### src/rtl/rst_gen_pkg.sv
`default_nettype none
package rst_gen_pkg;
  localparam int unsigned CLK_RATE_KHZ     = 50_000;
  localparam int unsigned STRETCH_TIME_US  = 1000;
  localparam int unsigned STRETCH_CYCLES   = (STRETCH_TIME_US * CLK_RATE_KHZ + 999) / 1000;
  localparam int unsigned WDT_RST_CYCLES   = 4;
  localparam int unsigned PIN_MASK_CYCLES  = 4;
  localparam int unsigned STRETCH_W        = 16;

  localparam logic [3:0] OFS_CTRL          = 4'h0;
  localparam logic [3:0] OFS_STATUS        = 4'h4;
  localparam logic [3:0] OFS_WDT_COUNT     = 4'h8;

  localparam int unsigned CTRL_RELEASE_BIT = 0;
  localparam int unsigned CTRL_GPIO_BIT    = 1;
  localparam int unsigned CTRL_SRCSEL_BIT  = 2;
  localparam logic        CTRL_RELEASE_RST = 1'b0;
  localparam logic        CTRL_GPIO_RST    = 1'b0;
  localparam logic        CTRL_SRCSEL_RST  = 1'b0;

  localparam int unsigned ST_WDT_FLAG_BIT  = 0;
  localparam int unsigned ST_SUPPLY_BIT    = 1;
  localparam int unsigned ST_MAIN_RST_BIT  = 2;
  localparam int unsigned ST_IO_RST_N_BIT  = 3;
  localparam int unsigned ST_PROC_RST_BIT  = 4;
  localparam int unsigned ST_SRC_LSB       = 5;

  localparam logic [7:0]  WDT_COUNT_RST    = 8'h00;

  typedef enum logic [1:0] {
    SRC_RING,
    SRC_SUSPEND,
    SRC_CRYSTAL
  } clk_src_e;
endpackage
`default_nettype wire

### src/rtl/chip_reset_generation.sv
// Contract
// - Battery reset pulse on supply rise, battery low
// - Cell replaced while supply low holds reset
// - No battery action while supply good
// - Battery reset clears battery-well registers
// - Main reset follows supply-good low
// - Main reset pin input asserts main reset
// - Watchdog reset asserts main reset
// - Main reset clears main-well registers
// - IO reset on supply, power-good, host reset
// - Software release bit gates IO reset release
// - Watchdog reset asserts IO reset
// - Watchdog keeps the event count register
// - Watchdog never clears battery-well state
// - No pin glitch drive on watchdog reset
// - Watchdog event sets reset and status flag
// - Processor reset stretched after main reset
// - Host reset pin as GPIO forced low
// - Slow clock falls back to ring oscillator
// - Select bit chooses suspend input or crystal
//
// The implementer's own choices: the address map and strobed register access.
`timescale 1ns/100ps
`default_nettype none
module chip_reset_generation #(
  parameter int unsigned STRETCH_LEN = rst_gen_pkg::STRETCH_CYCLES
) (
  input  wire logic        clk,                      // 50 MHz clock
  input  wire logic        sys_rst,                  // Synchronous reset
  input  wire logic [3:0]  reg_addr,                 // Register byte address
  input  wire logic [31:0] reg_wdata,                // Write data
  input  wire logic        reg_wr,                   // Write strobe
  input  wire logic        reg_rd,                   // Read strobe
  output logic      [31:0] reg_rdata,                // Read data, cycle after strobe
  input  wire logic        main_supply_good,         // Supply monitor, pin
  input  wire logic        battery_good,             // Battery above threshold, pin
  input  wire logic        platform_power_good,      // Platform power-good, pin
  input  wire logic        host_bus_reset_pin,       // Host bus reset, active low
  input  wire logic        main_reset_pin_in,        // Open-drain reset pin level
  output logic             main_reset_pin_out,       // Pin drive value
  output logic             main_reset_pin_oe,        // Pin drive enable
  input  wire logic        watchdog_event,           // Watchdog expiry pulse
  input  wire logic        suspend_clock_input,      // Suspend clock valid, pin
  input  wire logic        crystal_ok,               // Crystal running, pin
  output logic             battery_por,              // Battery-well reset
  output logic             main_domain_reset,        // Main-well reset
  output logic             system_io_reset_n,        // System IO reset, active low
  output logic             watchdog_reset,           // Watchdog reset
  output logic             core_processor_reset,     // Stretched processor reset
  output rst_gen_pkg::clk_src_e slow_clock_domain    // Slow clock source chosen
);
  import rst_gen_pkg::*;

  localparam int unsigned NSYNC = 7;
  localparam int unsigned I_SUP = 0;
  localparam int unsigned I_BAT = 1;
  localparam int unsigned I_PGD = 2;
  localparam int unsigned I_HBR = 3;
  localparam int unsigned I_PIN = 4;
  localparam int unsigned I_SUS = 5;
  localparam int unsigned I_XTL = 6;
  localparam logic [STRETCH_W-1:0] STRETCH_LOAD =
    STRETCH_W'(STRETCH_LEN - 1);
  localparam logic [2:0] WDT_LOAD  = 3'(WDT_RST_CYCLES);
  localparam logic [2:0] MASK_LOAD = 3'(PIN_MASK_CYCLES);

  logic [NSYNC-1:0]     sync1_reg;
  logic [NSYNC-1:0]     sync2_reg;
  logic                 supply_s;
  logic                 battery_s;
  logic                 pgood_s;
  logic                 host_rst_s;
  logic                 pin_s;
  logic                 supply_prev_reg;
  logic                 battery_prev_reg;
  logic                 supply_rise;
  logic                 cell_insert_hold_reg;
  logic                 battery_por_reg;
  logic                 battery_rst;
  logic [2:0]           wdt_cnt_reg;
  logic                 wdt_active;
  logic                 watchdog_reset_reg;
  logic                 wdt_origin_reg;
  logic [7:0]           wdt_count_reg;
  logic                 watchdog_event_flag_reg;
  logic                 main_reset_reg;
  logic                 main_rst;
  logic [2:0]           pin_mask_reg;
  logic                 pin_masked;
  logic                 pin_reset_req;
  logic                 pin_oe_reg;
  logic [STRETCH_W-1:0] stretch_cnt_reg;
  logic                 proc_reset_reg;
  logic                 io_reset_n_reg;
  logic                 host_rst_eff;
  logic                 io_reset_release_ctl_reg;
  logic                 host_pin_gpio_reg;
  logic                 slow_clock_source_sel_reg;
  clk_src_e             slow_src_reg;
  logic [31:0]          rdata_reg;
  logic                 wr_ctrl;
  logic                 wr_status;
  logic                 flag_clear;

  // Chooses the slow clock source from selection and availability
  function automatic clk_src_e pick_source(
    input logic sel_crystal,
    input logic sus_ok,
    input logic xtl_ok
  );
    clk_src_e src;
    src = SRC_RING;
    if (sel_crystal) begin
      if (xtl_ok) begin
        src = SRC_CRYSTAL;
      end
    end else if (sus_ok) begin
      src = SRC_SUSPEND;
    end
    return src;
  endfunction

  // Both edges of every pin input are synchronised before use
  always_ff @(posedge clk) begin
    if (sys_rst) begin
      sync1_reg <= '0;
      sync2_reg <= '0;
    end else begin
      sync1_reg <= {crystal_ok, suspend_clock_input, main_reset_pin_in,
                    host_bus_reset_pin, platform_power_good, battery_good,
                    main_supply_good};
      sync2_reg <= sync1_reg;
    end
  end

  assign supply_s   = sync2_reg[I_SUP];
  assign battery_s  = sync2_reg[I_BAT];
  assign pgood_s    = sync2_reg[I_PGD];
  assign host_rst_s = sync2_reg[I_HBR];
  assign pin_s      = sync2_reg[I_PIN];

  always_ff @(posedge clk) begin
    if (sys_rst) begin
      supply_prev_reg  <= 1'b0;
      battery_prev_reg <= 1'b0;
    end else begin
      supply_prev_reg  <= supply_s;
      battery_prev_reg <= battery_s;
    end
  end

  assign supply_rise = supply_s & ~supply_prev_reg;

  // Cell inserted while supply is down: hold until supply returns
  always_ff @(posedge clk) begin
    if (sys_rst) begin
      cell_insert_hold_reg <= 1'b0;
    end else if (supply_s) begin
      cell_insert_hold_reg <= 1'b0;
    end else if (battery_s & ~battery_prev_reg) begin
      cell_insert_hold_reg <= 1'b1;
    end
  end

  always_ff @(posedge clk) begin
    if (sys_rst) begin
      battery_por_reg <= 1'b0;
    end else begin
      battery_por_reg <= (supply_rise & ~battery_s)
                       | (~supply_s & cell_insert_hold_reg);
    end
  end

  assign battery_rst = sys_rst | battery_por_reg;

  // Watchdog reset lasts a fixed number of cycles
  always_ff @(posedge clk) begin
    if (sys_rst) begin
      wdt_cnt_reg <= '0;
    end else if (watchdog_event) begin
      wdt_cnt_reg <= WDT_LOAD;
    end else if (wdt_cnt_reg != '0) begin
      wdt_cnt_reg <= wdt_cnt_reg - 3'h1;
    end
  end

  assign wdt_active = watchdog_event | (wdt_cnt_reg != '0);

  always_ff @(posedge clk) begin
    if (sys_rst) begin
      watchdog_reset_reg <= 1'b0;
    end else begin
      watchdog_reset_reg <= wdt_active;
    end
  end

  // Event count survives watchdog resets, cleared only by supply loss or sys_rst
  always_ff @(posedge clk) begin
    if (sys_rst | ~supply_s) begin
      wdt_count_reg <= WDT_COUNT_RST;
    end else if (watchdog_event) begin
      wdt_count_reg <= wdt_count_reg + 8'h01;
    end
  end

  assign wr_ctrl    = reg_wr & (reg_addr == OFS_CTRL);
  assign wr_status  = reg_wr & (reg_addr == OFS_STATUS);
  assign flag_clear = wr_status & reg_wdata[ST_WDT_FLAG_BIT];

  // Battery-well flag: a new event wins over a clear in the same cycle
  always_ff @(posedge clk) begin
    if (battery_rst) begin
      watchdog_event_flag_reg <= 1'b0;
    end else if (watchdog_event) begin
      watchdog_event_flag_reg <= 1'b1;
    end else if (flag_clear) begin
      watchdog_event_flag_reg <= 1'b0;
    end
  end

  // Pin input is ignored while driven and a few cycles after release
  always_ff @(posedge clk) begin
    if (sys_rst) begin
      pin_mask_reg <= MASK_LOAD;
    end else if (pin_oe_reg) begin
      pin_mask_reg <= MASK_LOAD;
    end else if (pin_mask_reg != '0) begin
      pin_mask_reg <= pin_mask_reg - 3'h1;
    end
  end

  assign pin_masked    = pin_oe_reg | (pin_mask_reg != '0);
  assign pin_reset_req = ~pin_s & ~pin_masked;

  always_ff @(posedge clk) begin
    if (sys_rst) begin
      main_reset_reg <= 1'b1;
    end else begin
      main_reset_reg <= ~supply_s
                      | pin_reset_req
                      | wdt_active;
    end
  end

  assign main_rst = sys_rst | main_reset_reg;

  // Remembers whether the current reset came only from the watchdog
  always_ff @(posedge clk) begin
    if (sys_rst) begin
      wdt_origin_reg <= 1'b0;
    end else if (~supply_s | pin_reset_req) begin
      wdt_origin_reg <= 1'b0;
    end else if (watchdog_event) begin
      wdt_origin_reg <= 1'b1;
    end else if (~proc_reset_reg & ~main_reset_reg) begin
      wdt_origin_reg <= 1'b0;
    end
  end

  // Processor reset stretch, restarted by every main reset cycle
  always_ff @(posedge clk) begin
    if (sys_rst) begin
      stretch_cnt_reg <= STRETCH_LOAD;
    end else if (main_reset_reg) begin
      stretch_cnt_reg <= STRETCH_LOAD;
    end else if (stretch_cnt_reg != '0) begin
      stretch_cnt_reg <= stretch_cnt_reg - STRETCH_W'(1);
    end
  end

  always_ff @(posedge clk) begin
    if (sys_rst) begin
      proc_reset_reg <= 1'b1;
    end else begin
      proc_reset_reg <= main_reset_reg | (stretch_cnt_reg != '0);
    end
  end

  // Pin is pulled low during the stretch, except for watchdog resets
  always_ff @(posedge clk) begin
    if (sys_rst) begin
      pin_oe_reg <= 1'b1;
    end else begin
      pin_oe_reg <= (main_reset_reg | (stretch_cnt_reg != '0))
                  & ~(wdt_origin_reg | watchdog_event);
    end
  end

  assign host_rst_eff = host_pin_gpio_reg ? 1'b0 : host_rst_s;

  always_ff @(posedge clk) begin
    if (sys_rst) begin
      io_reset_n_reg <= 1'b0;
    end else begin
      io_reset_n_reg <= supply_s & pgood_s & host_rst_eff
                      & io_reset_release_ctl_reg
                      & ~wdt_active & ~main_reset_reg;
    end
  end

  // Main-well control bits
  always_ff @(posedge clk) begin
    if (main_rst) begin
      io_reset_release_ctl_reg <= CTRL_RELEASE_RST;
      host_pin_gpio_reg        <= CTRL_GPIO_RST;
    end else if (wr_ctrl) begin
      io_reset_release_ctl_reg <= reg_wdata[CTRL_RELEASE_BIT];
      host_pin_gpio_reg        <= reg_wdata[CTRL_GPIO_BIT];
    end
  end

  // Battery-well source select, untouched by main or watchdog resets
  always_ff @(posedge clk) begin
    if (battery_rst) begin
      slow_clock_source_sel_reg <= CTRL_SRCSEL_RST;
    end else if (wr_ctrl) begin
      slow_clock_source_sel_reg <= reg_wdata[CTRL_SRCSEL_BIT];
    end
  end

  always_ff @(posedge clk) begin
    if (sys_rst) begin
      slow_src_reg <= SRC_RING;
    end else begin
      slow_src_reg <= pick_source(slow_clock_source_sel_reg,
                                  sync2_reg[I_SUS],
                                  sync2_reg[I_XTL]);
    end
  end

  // Register read port, data valid one cycle after the strobe
  always_ff @(posedge clk) begin
    if (sys_rst) begin
      rdata_reg <= 32'h0000_0000;
    end else if (reg_rd) begin
      rdata_reg <= 32'h0000_0000;
      case (reg_addr)
        OFS_CTRL: begin
          rdata_reg[CTRL_RELEASE_BIT] <= io_reset_release_ctl_reg;
          rdata_reg[CTRL_GPIO_BIT]    <= host_pin_gpio_reg;
          rdata_reg[CTRL_SRCSEL_BIT]  <= slow_clock_source_sel_reg;
        end
        OFS_STATUS: begin
          rdata_reg[ST_WDT_FLAG_BIT] <= watchdog_event_flag_reg;
          rdata_reg[ST_SUPPLY_BIT]   <= supply_s;
          rdata_reg[ST_MAIN_RST_BIT] <= main_reset_reg;
          rdata_reg[ST_IO_RST_N_BIT] <= io_reset_n_reg;
          rdata_reg[ST_PROC_RST_BIT] <= proc_reset_reg;
          rdata_reg[ST_SRC_LSB+1:ST_SRC_LSB] <= slow_src_reg;
        end
        OFS_WDT_COUNT: begin
          rdata_reg[7:0] <= wdt_count_reg;
        end
        default: begin
          rdata_reg <= 32'h0000_0000;
        end
      endcase
    end else begin
      rdata_reg <= 32'h0000_0000;
    end
  end

  assign reg_rdata            = rdata_reg;
  assign battery_por          = battery_por_reg;
  assign main_domain_reset    = main_reset_reg;
  assign system_io_reset_n    = io_reset_n_reg;
  assign watchdog_reset       = watchdog_reset_reg;
  assign core_processor_reset = proc_reset_reg;
  assign main_reset_pin_out   = 1'b0;
  assign main_reset_pin_oe    = pin_oe_reg;
  assign slow_clock_domain    = slow_src_reg;
endmodule // chip_reset_generation
`default_nettype wire

### config.mk
export PLATFORM = sky130hd
export DESIGN_NAME = chip_reset_generation
export DESIGN_NICKNAME = d
export VERILOG_FILES = /design/src/rtl/rst_gen_pkg.sv /design/src/rtl/chip_reset_generation.sv
export SDC_FILE = /design/constraint.sdc
export NUM_CORES = 1
export LEC_CHECK = 0
export ABC_CLOCK_PERIOD_IN_PS = 2600
export BUFFER_PORTS_ARGS = -buffer_cell sky130_fd_sc_hd__buf_2
export CAP_MARGIN = 20
export CORE_MARGIN = 2
export CORE_UTILIZATION = 54
export CTS_CLUSTER_DIAMETER = 200
export DETAILED_ROUTE_END_ITERATION = 6
export GPL_TIMING_DRIVEN = 0
export MAX_ROUTING_LAYER = met4
export PLACE_DENSITY = 0.91
export SLEW_MARGIN = 20
export SYNTH_ARGS = -nofsm -noshare
export SYNTH_HDL_FRONTEND = slang
export SYNTH_SLANG_ARGS = --single-unit
### constraint.sdc
create_clock -name clk -period 2.6 [get_ports clk]
set_input_delay 0.13 -clock clk [delete_from_list [all_inputs] [get_ports clk]]
set_output_delay 0.13 -clock clk [all_outputs]
set_load 0.05 [all_outputs]
# Word-level counts from Yosys, hierarchy flattened
# Index checks and enable logic that the tools add are counted.
# Widths: inputs -> output; s select.
# classes
add_sub_neg	4
eq_ne	2
muxes	12
n_bitwise	37
reduce_logical	14
# op_table
cell	n
$reduce_bool 16->1	1
$sub 16x1->16 const B	1
$and 1x1->1	15
$not 1->1	12
$reduce_or 2->1	6
$or 1x1->1	10
$pmux 3 s3	1
$add 8x1->8 const B	1
$pmux 4 s2	1
$mux 1	6
$mux 3	2
$reduce_bool 2->1	3
$reduce_bool 3->1	2
$sub 3x1->3 const B	2
$eq 4x3->1 const B	1
$eq 4x4->1 const B	1
$logic_not 4->1	1
$mux 2	2
$reduce_or 3->1	1
# word_totals
ff_bits	92
inputBits	48
out_inout_bits	41
wordCells	94

# Depth between registers and ports, before layout
# Gate-level depths: netlist of the first run.
# depth
ltp_word	6
mapped_depth	7
mapped_depth_nobuf	7

# Least setup slack after synthesis of the first run
# Ideal clock, no wire load.
# synth_path
path_type	flip-flop to flip-flop
startpoint	register stretch_cnt_reg[0]
endpoint	register stretch_cnt_reg[5]
setup_ns	0.135
t_arrival_ns	1.614
required_ns	2.465
slack_ns	0.851
path_stages_with_launch	8
path_buffers	1
period_less_slack_ns	1.749
cell_sequence	dfxtp_1 inv_1 ha_1 nor3b_2 and4_2 clkbuf_2 o311ai_0 o41ai_1
# synth_via
elab_chain_cells	1
elab_cells_between_ends	2
cone_classes	add/sub: 1; reduce/logical: 1
# synth_lines
element	line_no	text
start: declaration	chip_reset_generation.sv:92	logic [STRETCH_W-1:0] stretch_cnt_reg;
start signal: assignment	chip_reset_generation.sv:267	stretch_cnt_reg <= stretch_cnt_reg - STRETCH_W'(1);
$sub 16x1->16 or $reduce_bool 16->1 (tied branches)	chip_reset_generation.sv:267, chip_reset_generation.sv:266	
# Several ways; a longest one is shown, not always the timed one.
# A chain may end at the register's enable or synchronous reset.

# Worst setup path in the final report of the first run
# Ends and elaborated chain as after synthesis.

==> results_dict.tcl, run 1 <==
set metrics [dict create \
    avgRoutedWirePerCell_um 12.4 \
    wl_met2_um 2690 \
    final_hold_viol_count 0 \
    ys_types 48 \
    rrSetupSlack_ns 0.58 \
    clock-sinks 68 \
    critPathRequiredTime_ns 2.81 \
    async_flop_share_pct 0 \
    syn-mean-instance-area_um2 9.36 \
    comb_power_share_pct 10.5 \
    final_area_um2 3460 \
    grt_setup_unrepaired "false" \
    status "completed" \
    worstRegToRegCells 7 \
    dp_hpwl_um 3900 \
    final_util_pct 67.7 \
    seqPwrFrac_pct 49.3 \
    period_minus_slack_ns 2.02 \
    path_class "reg -> reg" \
    grt_overflow_total 0 \
    dp.cells 433 \
    largest_reg_flops 16 \
    synth_seq_cells 68 \
    ys.warnings.count 0 \
    p_per_area_nw_per_um2 633 \
    n_antenna_cell 0 \
    fin_skew_ns 0.00664 \
    crit_fanout 7 \
    hold_end "sync1_reg[4]" \
    dieArea_um2 5900 \
    grt_usage_pct 20.7 \
    drcViolationCount 0 \
    portBuffers 33 \
    min_path_type "in -> reg" \
    r2r_start "stretch_cnt_reg[0]" \
    place.gp.congestion 0.829 \
    internal_power_uw 1660 \
    ys.flop_type "dfxtp_1" \
    p_clk_share_pct 40.2 \
    num-nets-final 434 \
    cts-root-buf "clkbuf_8" \
    hold_depth 2 \
    fin_cells 453 \
    initial_utilization_pct 56.1 \
    reg2reg_to "stretch_cnt_reg[5]" \
    clk_latency_ns 0.34 \
    dr.pass1.iters 4 \
    arrival_ns 2.23 \
    yosys.area.top_type "dfxtp_1" \
    power_uw 2190 \
    cp-end-kind "flop" \
    fin_crit_sh_pct 77.8 \
    ctsHtreeMaxLevel 3 \
    p_leak_uw 0.00147 \
    antenna_found_initial 0 \
    hold_start "main_reset_pin_in" \
    vias 2254 \
    num-fill-cells 387 \
    post_dp_cell_area_um2 3210 \
    setup_viol 0 \
    clk_pin_slew_ns 0.07 \
    drt-met1-wl_um 2510 \
    dr.max_layer_used "met4" \
    max_freq_mhz 494 \
    cts_tree "built" \
    ctsResizeCount 0 \
    boundaryPins 89 \
    syn_area_um2 2860 \
    yosys-top-cells-area "dfxtp_1 (48%), buf_4 (6.6%), nor2_1 (5.4%), nor2b_1 (4.4%), mux2i_1 (3.5%)" \
    synth_edf_count 0 \
    cts_made_buffers 9 \
    p_sw_uw 530 \
    finalSetupTns_ns 0 \
    via_per_inst 4.98 \
    first_iter_violations 199 \
    clockBufferDepth 2 \
    slew-limit-headroom_pct 54.8 \
    startpoint "stretch_cnt_reg[0]" \
    grt_pass1_wl_um 9430 \
    drive_gt1_share_pct 21.1 \
    grt_pass1_vias 2103 \
    core-area_um2 5110 \
    drtAntennaViolNets 0 \
    switching_share_pct 24.2 \
    slew_viol_final 0 \
    critPathLaunchType "flop" \
    grt_max_degree 11 \
    worst_pin_slew_ns 0.675 \
    syn2layout_area_growth_pct 20.8 \
    netlist_instances 306 \
    num_rows 26 \
    ys_seq_area_share_pct 47.6 \
    die_height_um 76.8 \
    wl_met3_um 299 \
    dieWidth_um 76.8 \
    max_cap_viol_count 0 \
    routed_wl_um 5640 \
    peakVddDrop_mv 0.453 \
    synth_top_area_share_pct 47.6 \
]
[cells by family after synthesis]
family / Yosys count / share of synthesized area, %
mux: 10 / 3.50
flops: 68 / 47.6
xor+xnor: 12 / 3.67
compound gates: 34 / 7.95
simple gates: 128 / 24.8
fa+ha+maj: 7 / 3.06
other cells: 1 / 0.131
buf+inv: 46 / 9.35
[worst max-delay path by stage]
| stage | end | slack, ns | cells past startpoint |
|---|---|---|---|
| after floorplan | stretch_cnt_reg[5] | 0.85 | 7 |
| after global placement | stretch_cnt_reg[5] | 0.72 | 7 |
| after detailed placement | stretch_cnt_reg[4] | 0.68 | 7 |
| after CTS | stretch_cnt_reg[5] | 0.58 | 7 |
| after global routing | stretch_cnt_reg[5] | 0.40 | 7 |
| final | stretch_cnt_reg[5] | 0.58 | 7 |
[layer usage]
layer | up-vias | global-route usage (%)
li1 | 1146 | -
met1 | 1016 | 24.4
met2 | 80 | 33.6
met3 | 12 | 5.06
met4 | 0 | 9.45
met5 | - | -
[synthesized netlist by cell type (4+ instances only)]
master and count:
dfxtp_1 68, nor2_1 41, buf_4 25, nor2b_1 20, a21oi_1 12, inv_1 12
nor3_1 12, nand2_1 11, mux2i_1 10, nand3_1 9, xor2_1 8, clkbuf_1 7
ha_1 7, a22oi_1 5, nand4_1 5, o31ai_1 4, or4_1 4, xnor2_1 4
[power by group through the flow]
stage                     combinational, uW  clock (uW)  sequential [uW]
after CTS                               229         890             1080
after global placement                  217           0             1100
after floorplan                         172           0             1110
final                                   230         880             1080
after detailed placement                223           0             1100
after global routing                    247         944             1080
[final cells by class]
class	count	area (um^2)	area share [%]
plain buffers	34	223	6.44
repair buffers	38	215	6.22
clock inverters	1	30.0	0.868
flip-flops and latches	68	1360	39.4
clock buffers	14	173	4.99
inverters	12	45.0	1.30
multi-input cells	216	1320	38.3
well taps	70	87.6	2.53
[worst max-delay path: stages (launching register included)]
cell and delay [ns]:
dfxtp_1 0.38, inv_1 0.10, ha_1 0.30, nor3b_2 0.22, and4_2 0.24, clkbuf_2 0.15
o311ai_0 0.36, o41ai_1 0.13
[what timing repair did]
action                     CTS  global route
setup buffers                0             0
hold buffers                 5             0
hold endpoints to repair     5             0
setup endpoints to repair    0             0
[layout by cell type, fill, tap and decap left out, types with 5 or more instances in the layout]
cell type | Yosys | routed
dfxtp_1 | 68 | 68
mux2i_1 | 10 | 10
buf_4 | 25 | 25
inv_1 | 12 | 12
dlygate4sd3_1 | 0 | 5
clkbuf_8 | 0 | 12
nor3_1 | 12 | 12
nand4_1 | 5 | 5
nor2b_1 | 20 | 20
a22oi_1 | 5 | 5
xor2_1 | 8 | 8
conb_1 | 1 | 25
nor2_1 | 41 | 41
a21oi_1 | 12 | 12
ha_1 | 7 | 7
nand3_1 | 9 | 9
nand2_1 | 11 | 11
buf_2 | 0 | 33
clkbuf_1 | 7 | 9
[per-stage QoR]
stage	setup WS [ns]	hold slack, ns
finish	0.576	0.00290
global route	0.402	0.0209
CTS	0.582	0.000217
detailed placement	0.681	0.342
global placement	0.717	0.338
floorplan	0.851	0.235
No activity file was read; power rests on OpenSTA's default activity.
==> run 2, diff against run 1 <==
- ABC_CLOCK_PERIOD_IN_PS: 2600 -> 1860
- CORE_UTILIZATION: 54 -> 46
- PLACE_DENSITY: 0.91 -> 0.83
- clock period: 2.6 -> 1.86 ns (I/O delays scaled with it)
==> results_dict.tcl, run 2 (same netlist as run 1, synthesis figures left out) <==
set metrics [dict create \
    via_per_inst 4.95 \
    max_freq_mhz 565 \
    setup_viol 0 \
    cts_setup_buffers 0 \
    slew_viol_final 0 \
    finalSetupTns_ns 0 \
    fin_crit_sh_pct 95.1 \
    crit_slowest_cell "dfxtp_2" \
    use_met1_pct 21.0 \
    initial_utilization_pct 48.1 \
    path_cells "inv_1 -> ha_4 -> nor3b_4 -> and4_2 -> clkbuf_2 -> or3_1 -> a21oi_1" \
    p_leak_uw 0.00147 \
    antenna_found_initial 0 \
    drive_gt1_share_pct 22.8 \
    cp-end-kind "flop" \
    first_iter_violations 154 \
    largest_reg_flops 16 \
    period_minus_slack_ns 1.77 \
    grt_usage_pct 17.7 \
    slew-limit-headroom_pct 54.4 \
    drcViolationCount 0 \
    fin_skew_ns 0.0108 \
    cts-root-buf "clkbuf_8" \
    arrival_ns 2.04 \
    die_height_um 82.9 \
    num-fill-cells 533 \
    dr.pass1.iters 4 \
    final_common_cell "dfxtp_1" \
    clock-sinks 68 \
    avgRoutedWirePerCell_um 12.1 \
    fin_ws_ns 0.0913 \
    clockBufferDepth 2 \
    dpl_worst_slack_ns -0.103 \
    routed_wl_um 5590 \
    grt_pass1_vias 2065 \
    peakVddDrop_mv 0.566 \
    drtAntennaViolNets 0 \
    grt_max_degree 14 \
    crit_fanout 7 \
    clk_latency_ns 0.35 \
    cpPeakStageDelay_ns 0.38 \
    grt.met2_usage_pct 27.5 \
    p_per_area_nw_per_um2 867 \
    ctsHtreeMaxLevel 3 \
    critPathLaunchType "flop" \
    final_hold_viol_count 0 \
    core-area_um2 5960 \
    syn2layout_area_growth_pct 22.4 \
    boundaryPins 89 \
    clk_pin_slew_ns 0.07 \
    final_cell_mix "dfxtp_1 (66), nor2_1 (41), buf_2 (33)" \
    max_cap_viol_count 0 \
    crit_family "simple AND/OR/NAND/NOR gates" \
    top_usage_layer "met2" \
    min_path_type "in -> reg" \
    critPathRequiredTime_ns 2.13 \
    grt_setup_unrepaired "true" \
    power_uw 3040 \
    dieWidth_um 82.9 \
    grt_pass1_wl_um 9600 \
    final_area_um2 3500 \
    num-nets-final 436 \
    n_antenna_cell 0 \
    grt_use_met3_pct 5.37 \
    num_rows 28 \
    dieArea_um2 6870 \
    path_class "reg -> reg" \
    dp_hpwl_um 4090 \
    cts_made_buffers 9 \
    vias 2283 \
    critPathBufInv 2 \
    status "completed" \
    grt_overflow_total 0 \
    post_dp_cell_area_um2 3210 \
    cts_tree "built" \
    rrSetupSlack_ns 0.09 \
    portBuffers 33 \
    worst_pin_slew_ns 0.682 \
    place.gp.congestion 0.763 \
]
==> run 2: changes by cell type in the layout (fill, tap and decap cells not counted), sizes merged <==
| cell | previous run | this run |
|---|---|---|
| clkinv | 0 | 5 |
| dlygate4sd3 | 5 | 7 |
| clkinvlp | 0 | 1 |
| clkbuf | 22 | 17 |
==> run 2: timing repair <==
action                                 CTS  global route
endpoints found under the hold margin    7             0
hold buffers                             7             0
setup endpoints to repair                6             6
gates resized for setup                  4             3
==> run 2: where the power goes <==
| group | internal [uW] | switching (uW) |
|---|---|---|
| Sequential | 1490 | 17.7 |
| Clock | 624 | 583 |
| Combinational | 110 | 215 |
| Total | 2220 | 816 |
==> run 2: layer usage <==
layer  up-vias  share of wire [%]
li1       1152                  -
met1      1043                 44
met2        76                 46
met3        12                7.2
met4         0                2.1
met5         -                  0
==> run 2: layout make-up <==
| class | instances | area (um^2) | area share [%] |
|---|---|---|---|
| sequential | 68 | 1360 | 38.9 |
| multi-input combinational | 216 | 1340 | 38.3 |
| timing repair buffer | 40 | 235 | 6.71 |
| buffer | 34 | 223 | 6.35 |
| clock buffer | 9 | 124 | 3.53 |
| tap | 75 | 93.8 | 2.68 |
| clock inverter | 7 | 77.6 | 2.21 |
| inverter | 12 | 45.0 | 1.29 |
==> run 2: path summary, 6_finish.rpt <==
path / endpoint / start / cells after the start
worst max register to register: stretch_cnt_reg[4] / stretch_cnt_reg[1] / 7
worst min-delay path: io_reset_release_ctl_reg / reg_wdata[0] / 3
worst max-delay path: stretch_cnt_reg[4] / stretch_cnt_reg[1] / 7
worst min register to register: sync2_reg[3] / sync1_reg[3] / 1
==> run 2: worst min-delay path: stages <==
cell and delay, ns:
buf_2 0.10, mux2i_1 0.06, nor2_1 0.08
==> run 2: through the flow <==
step | hold slack [ns] | std cells | util (%)
global placement | 0.301 | 438 | 53.9
detailed placement | 0.307 | 438 | 53.9
global route | 0.0240 | 461 | 58.8
floorplan | 0.198 | 330 | -
finish | 0.0168 | 461 | 58.8
CTS | 0.00579 | 461 | 58.7
==> run 3, diff against run 2 <==
- CELL_PAD_IN_SITES_DETAIL_PLACEMENT: unset -> 0
- CELL_PAD_IN_SITES_GLOBAL_PLACEMENT: unset -> 1
- CORE_UTILIZATION: 46 -> 34
- PLACE_DENSITY: 0.83 -> 0.82
==> results_dict.tcl, run 3 (same netlist as run 1, synthesis figures left out) <==
set metrics [dict create \
    drive_gt1_share_pct 22.3 \
    portBuffers 33 \
    final_hold_viol_count 0 \
    num-fill-cells 807 \
    worst_pin_slew_ns 0.748 \
    critPathLaunchType "flop" \
    grt_pass1_vias 1941 \
    num_rows 33 \
    p_leak_uw 0.00148 \
    grt_setup_unrepaired "false" \
    cts_setup_buffers 0 \
    fin_ws_ns 0.105 \
    hold-worst-slack_ns 0.0206 \
    p_clk_share_pct 41.1 \
    dp.cells 468 \
    p_per_area_nw_per_um2 874 \
    cp-end-kind "flop" \
    cts_made_buffers 9 \
    num-nets-final 436 \
    path_class "reg -> reg" \
    core-area_um2 8180 \
    final_common_cell "dfxtp_1" \
    final_area_um2 3550 \
    via_per_inst 4.42 \
    min_path_type "in -> reg" \
    grt_pass1_wl_um 9070 \
    antenna_found_initial 0 \
    clock-sinks 68 \
    dp_hpwl_um 3940 \
    multi_input_area_um2 1350 \
    path_cells "inv_1 -> ha_4 -> nor3b_4 -> and4_2 -> clkbuf_2 -> or3_1 -> a21oi_1" \
    grt_max_degree 12 \
    dieArea_um2 9170 \
    clk_latency_ns 0.34 \
    cts_tree "built" \
    max_freq_mhz 570 \
    clk_pin_slew_ns 0.07 \
    fin_cells 490 \
    cts-root-buf "clkbuf_8" \
    die_height_um 95.8 \
    grt_overflow_total 0 \
    slew-limit-headroom_pct 49.9 \
    internal_power_uw 2340 \
    final_cell_mix "dfxtp_1 (66), nor2_1 (41), buf_2 (33)" \
    vias 2167 \
    fin_crit_sh_pct 94.3 \
    slew_viol_final 0 \
    place.gp.congestion 0.856 \
    comb_power_share_pct 10.4 \
    regArea_um2 1360 \
    status "completed" \
    seqPwrFrac_pct 48.5 \
    switching_share_pct 24.6 \
    period_minus_slack_ns 1.75 \
    initial_utilization_pct 35.0 \
    grt_usage_pct 13.4 \
    fin_skew_ns 0.00478 \
    routed_wl_um 5510 \
    dr.pass1.iters 4 \
    post_dp_cell_area_um2 3250 \
    crit_fanout 7 \
    avgRoutedWirePerCell_um 11.3 \
    critPathRequiredTime_ns 2.13 \
    p_sw_uw 765 \
    setup_viol 0 \
    first_iter_violations 84 \
    cpPeakStageDelay_ns 0.36 \
    syn2layout_area_growth_pct 24.1 \
    drcViolationCount 0 \
    boundaryPins 89 \
    arrival_ns 2.02 \
    peakVddDrop_mv 0.392 \
    dieWidth_um 95.8 \
    crit_slowest_cell "or3_1" \
    n_antenna_cell 0 \
    ctsHtreeMaxLevel 3 \
    dpl_worst_slack_ns -0.0780 \
    largest_reg_flops 16 \
    max_cap_viol_count 0 \
    clockBufferDepth 2 \
    drtAntennaViolNets 0 \
]
run 3: cell types whose count changed in the layout (fill, tap and decap cells not counted), sizes merged:
cell and delta:
bufinv +1, clkinv -3, clkbuf +1
run 3: layout make-up:
class | instances | area share, %
flip-flops and latches | 68 | 38.4
multi-input cells | 216 | 38.0
repair buffers | 40 | 6.62
plain buffers | 34 | 6.27
well taps | 105 | 3.70
clock buffers | 10 | 3.59
clock inverters | 5 | 2.18
inverters | 12 | 1.27
run 3: worst max-delay path: cells and delay by family, from the launching register on:
kind | cells | cell delay, ns
compound gates | 1 | 0.11
buf+inv | 2 | 0.26
flops | 1 | 0.35
simple gates | 3 | 0.76
fa+ha+maj | 1 | 0.21
run 3: power groups by stage:
stage / sequential (uW) / clock, uW / combinational (uW)
2_1_floorplan: 1560 / 0 / 241
3_3_place_gp: 1540 / 0 / 308
3_5_place_dp: 1540 / 0 / 311
4_1_cts: 1510 / 1310 / 323
5_1_grt: 1510 / 1380 / 350
6_report: 1510 / 1280 / 323
run 3: repair_timing:
action,in CTS,in global routing
gates resized for setup,2,5
endpoints found under the setup margin,4,6
endpoints found under the hold margin,7,0
hold buffers,7,0
run 3: metal layers:
metal	share of wire (%)	GRT usage (%)	wire length (um)
met2	43	19.7	2390
met3	5.6	3.13	307
met4	1.2	6.43	68
met5	0	-	0
met1	50	17.3	2740
run 3: metrics by stage:
stage	power (uW)	setup TNS, ns	utilization [%]
after floorplan	1800	0	-
after global placement	1850	-0.0826	39.7
after detailed placement	1850	-0.124	39.7
after CTS	3140	0	43.1
after global routing	3240	0	43.5
final	3110	0	43.5
run 3: path summary, 6_finish.rpt:
path	start	end	slack, ns	depth (start not counted)
max	stretch_cnt_reg[0]	stretch_cnt_reg[4]	0.11	7
min	reg_wdata[1]	host_pin_gpio_reg	0.02	3
max reg2reg	stretch_cnt_reg[0]	stretch_cnt_reg[4]	0.11	7
min reg2reg	sync1_reg[3]	sync2_reg[3]	0.44	1
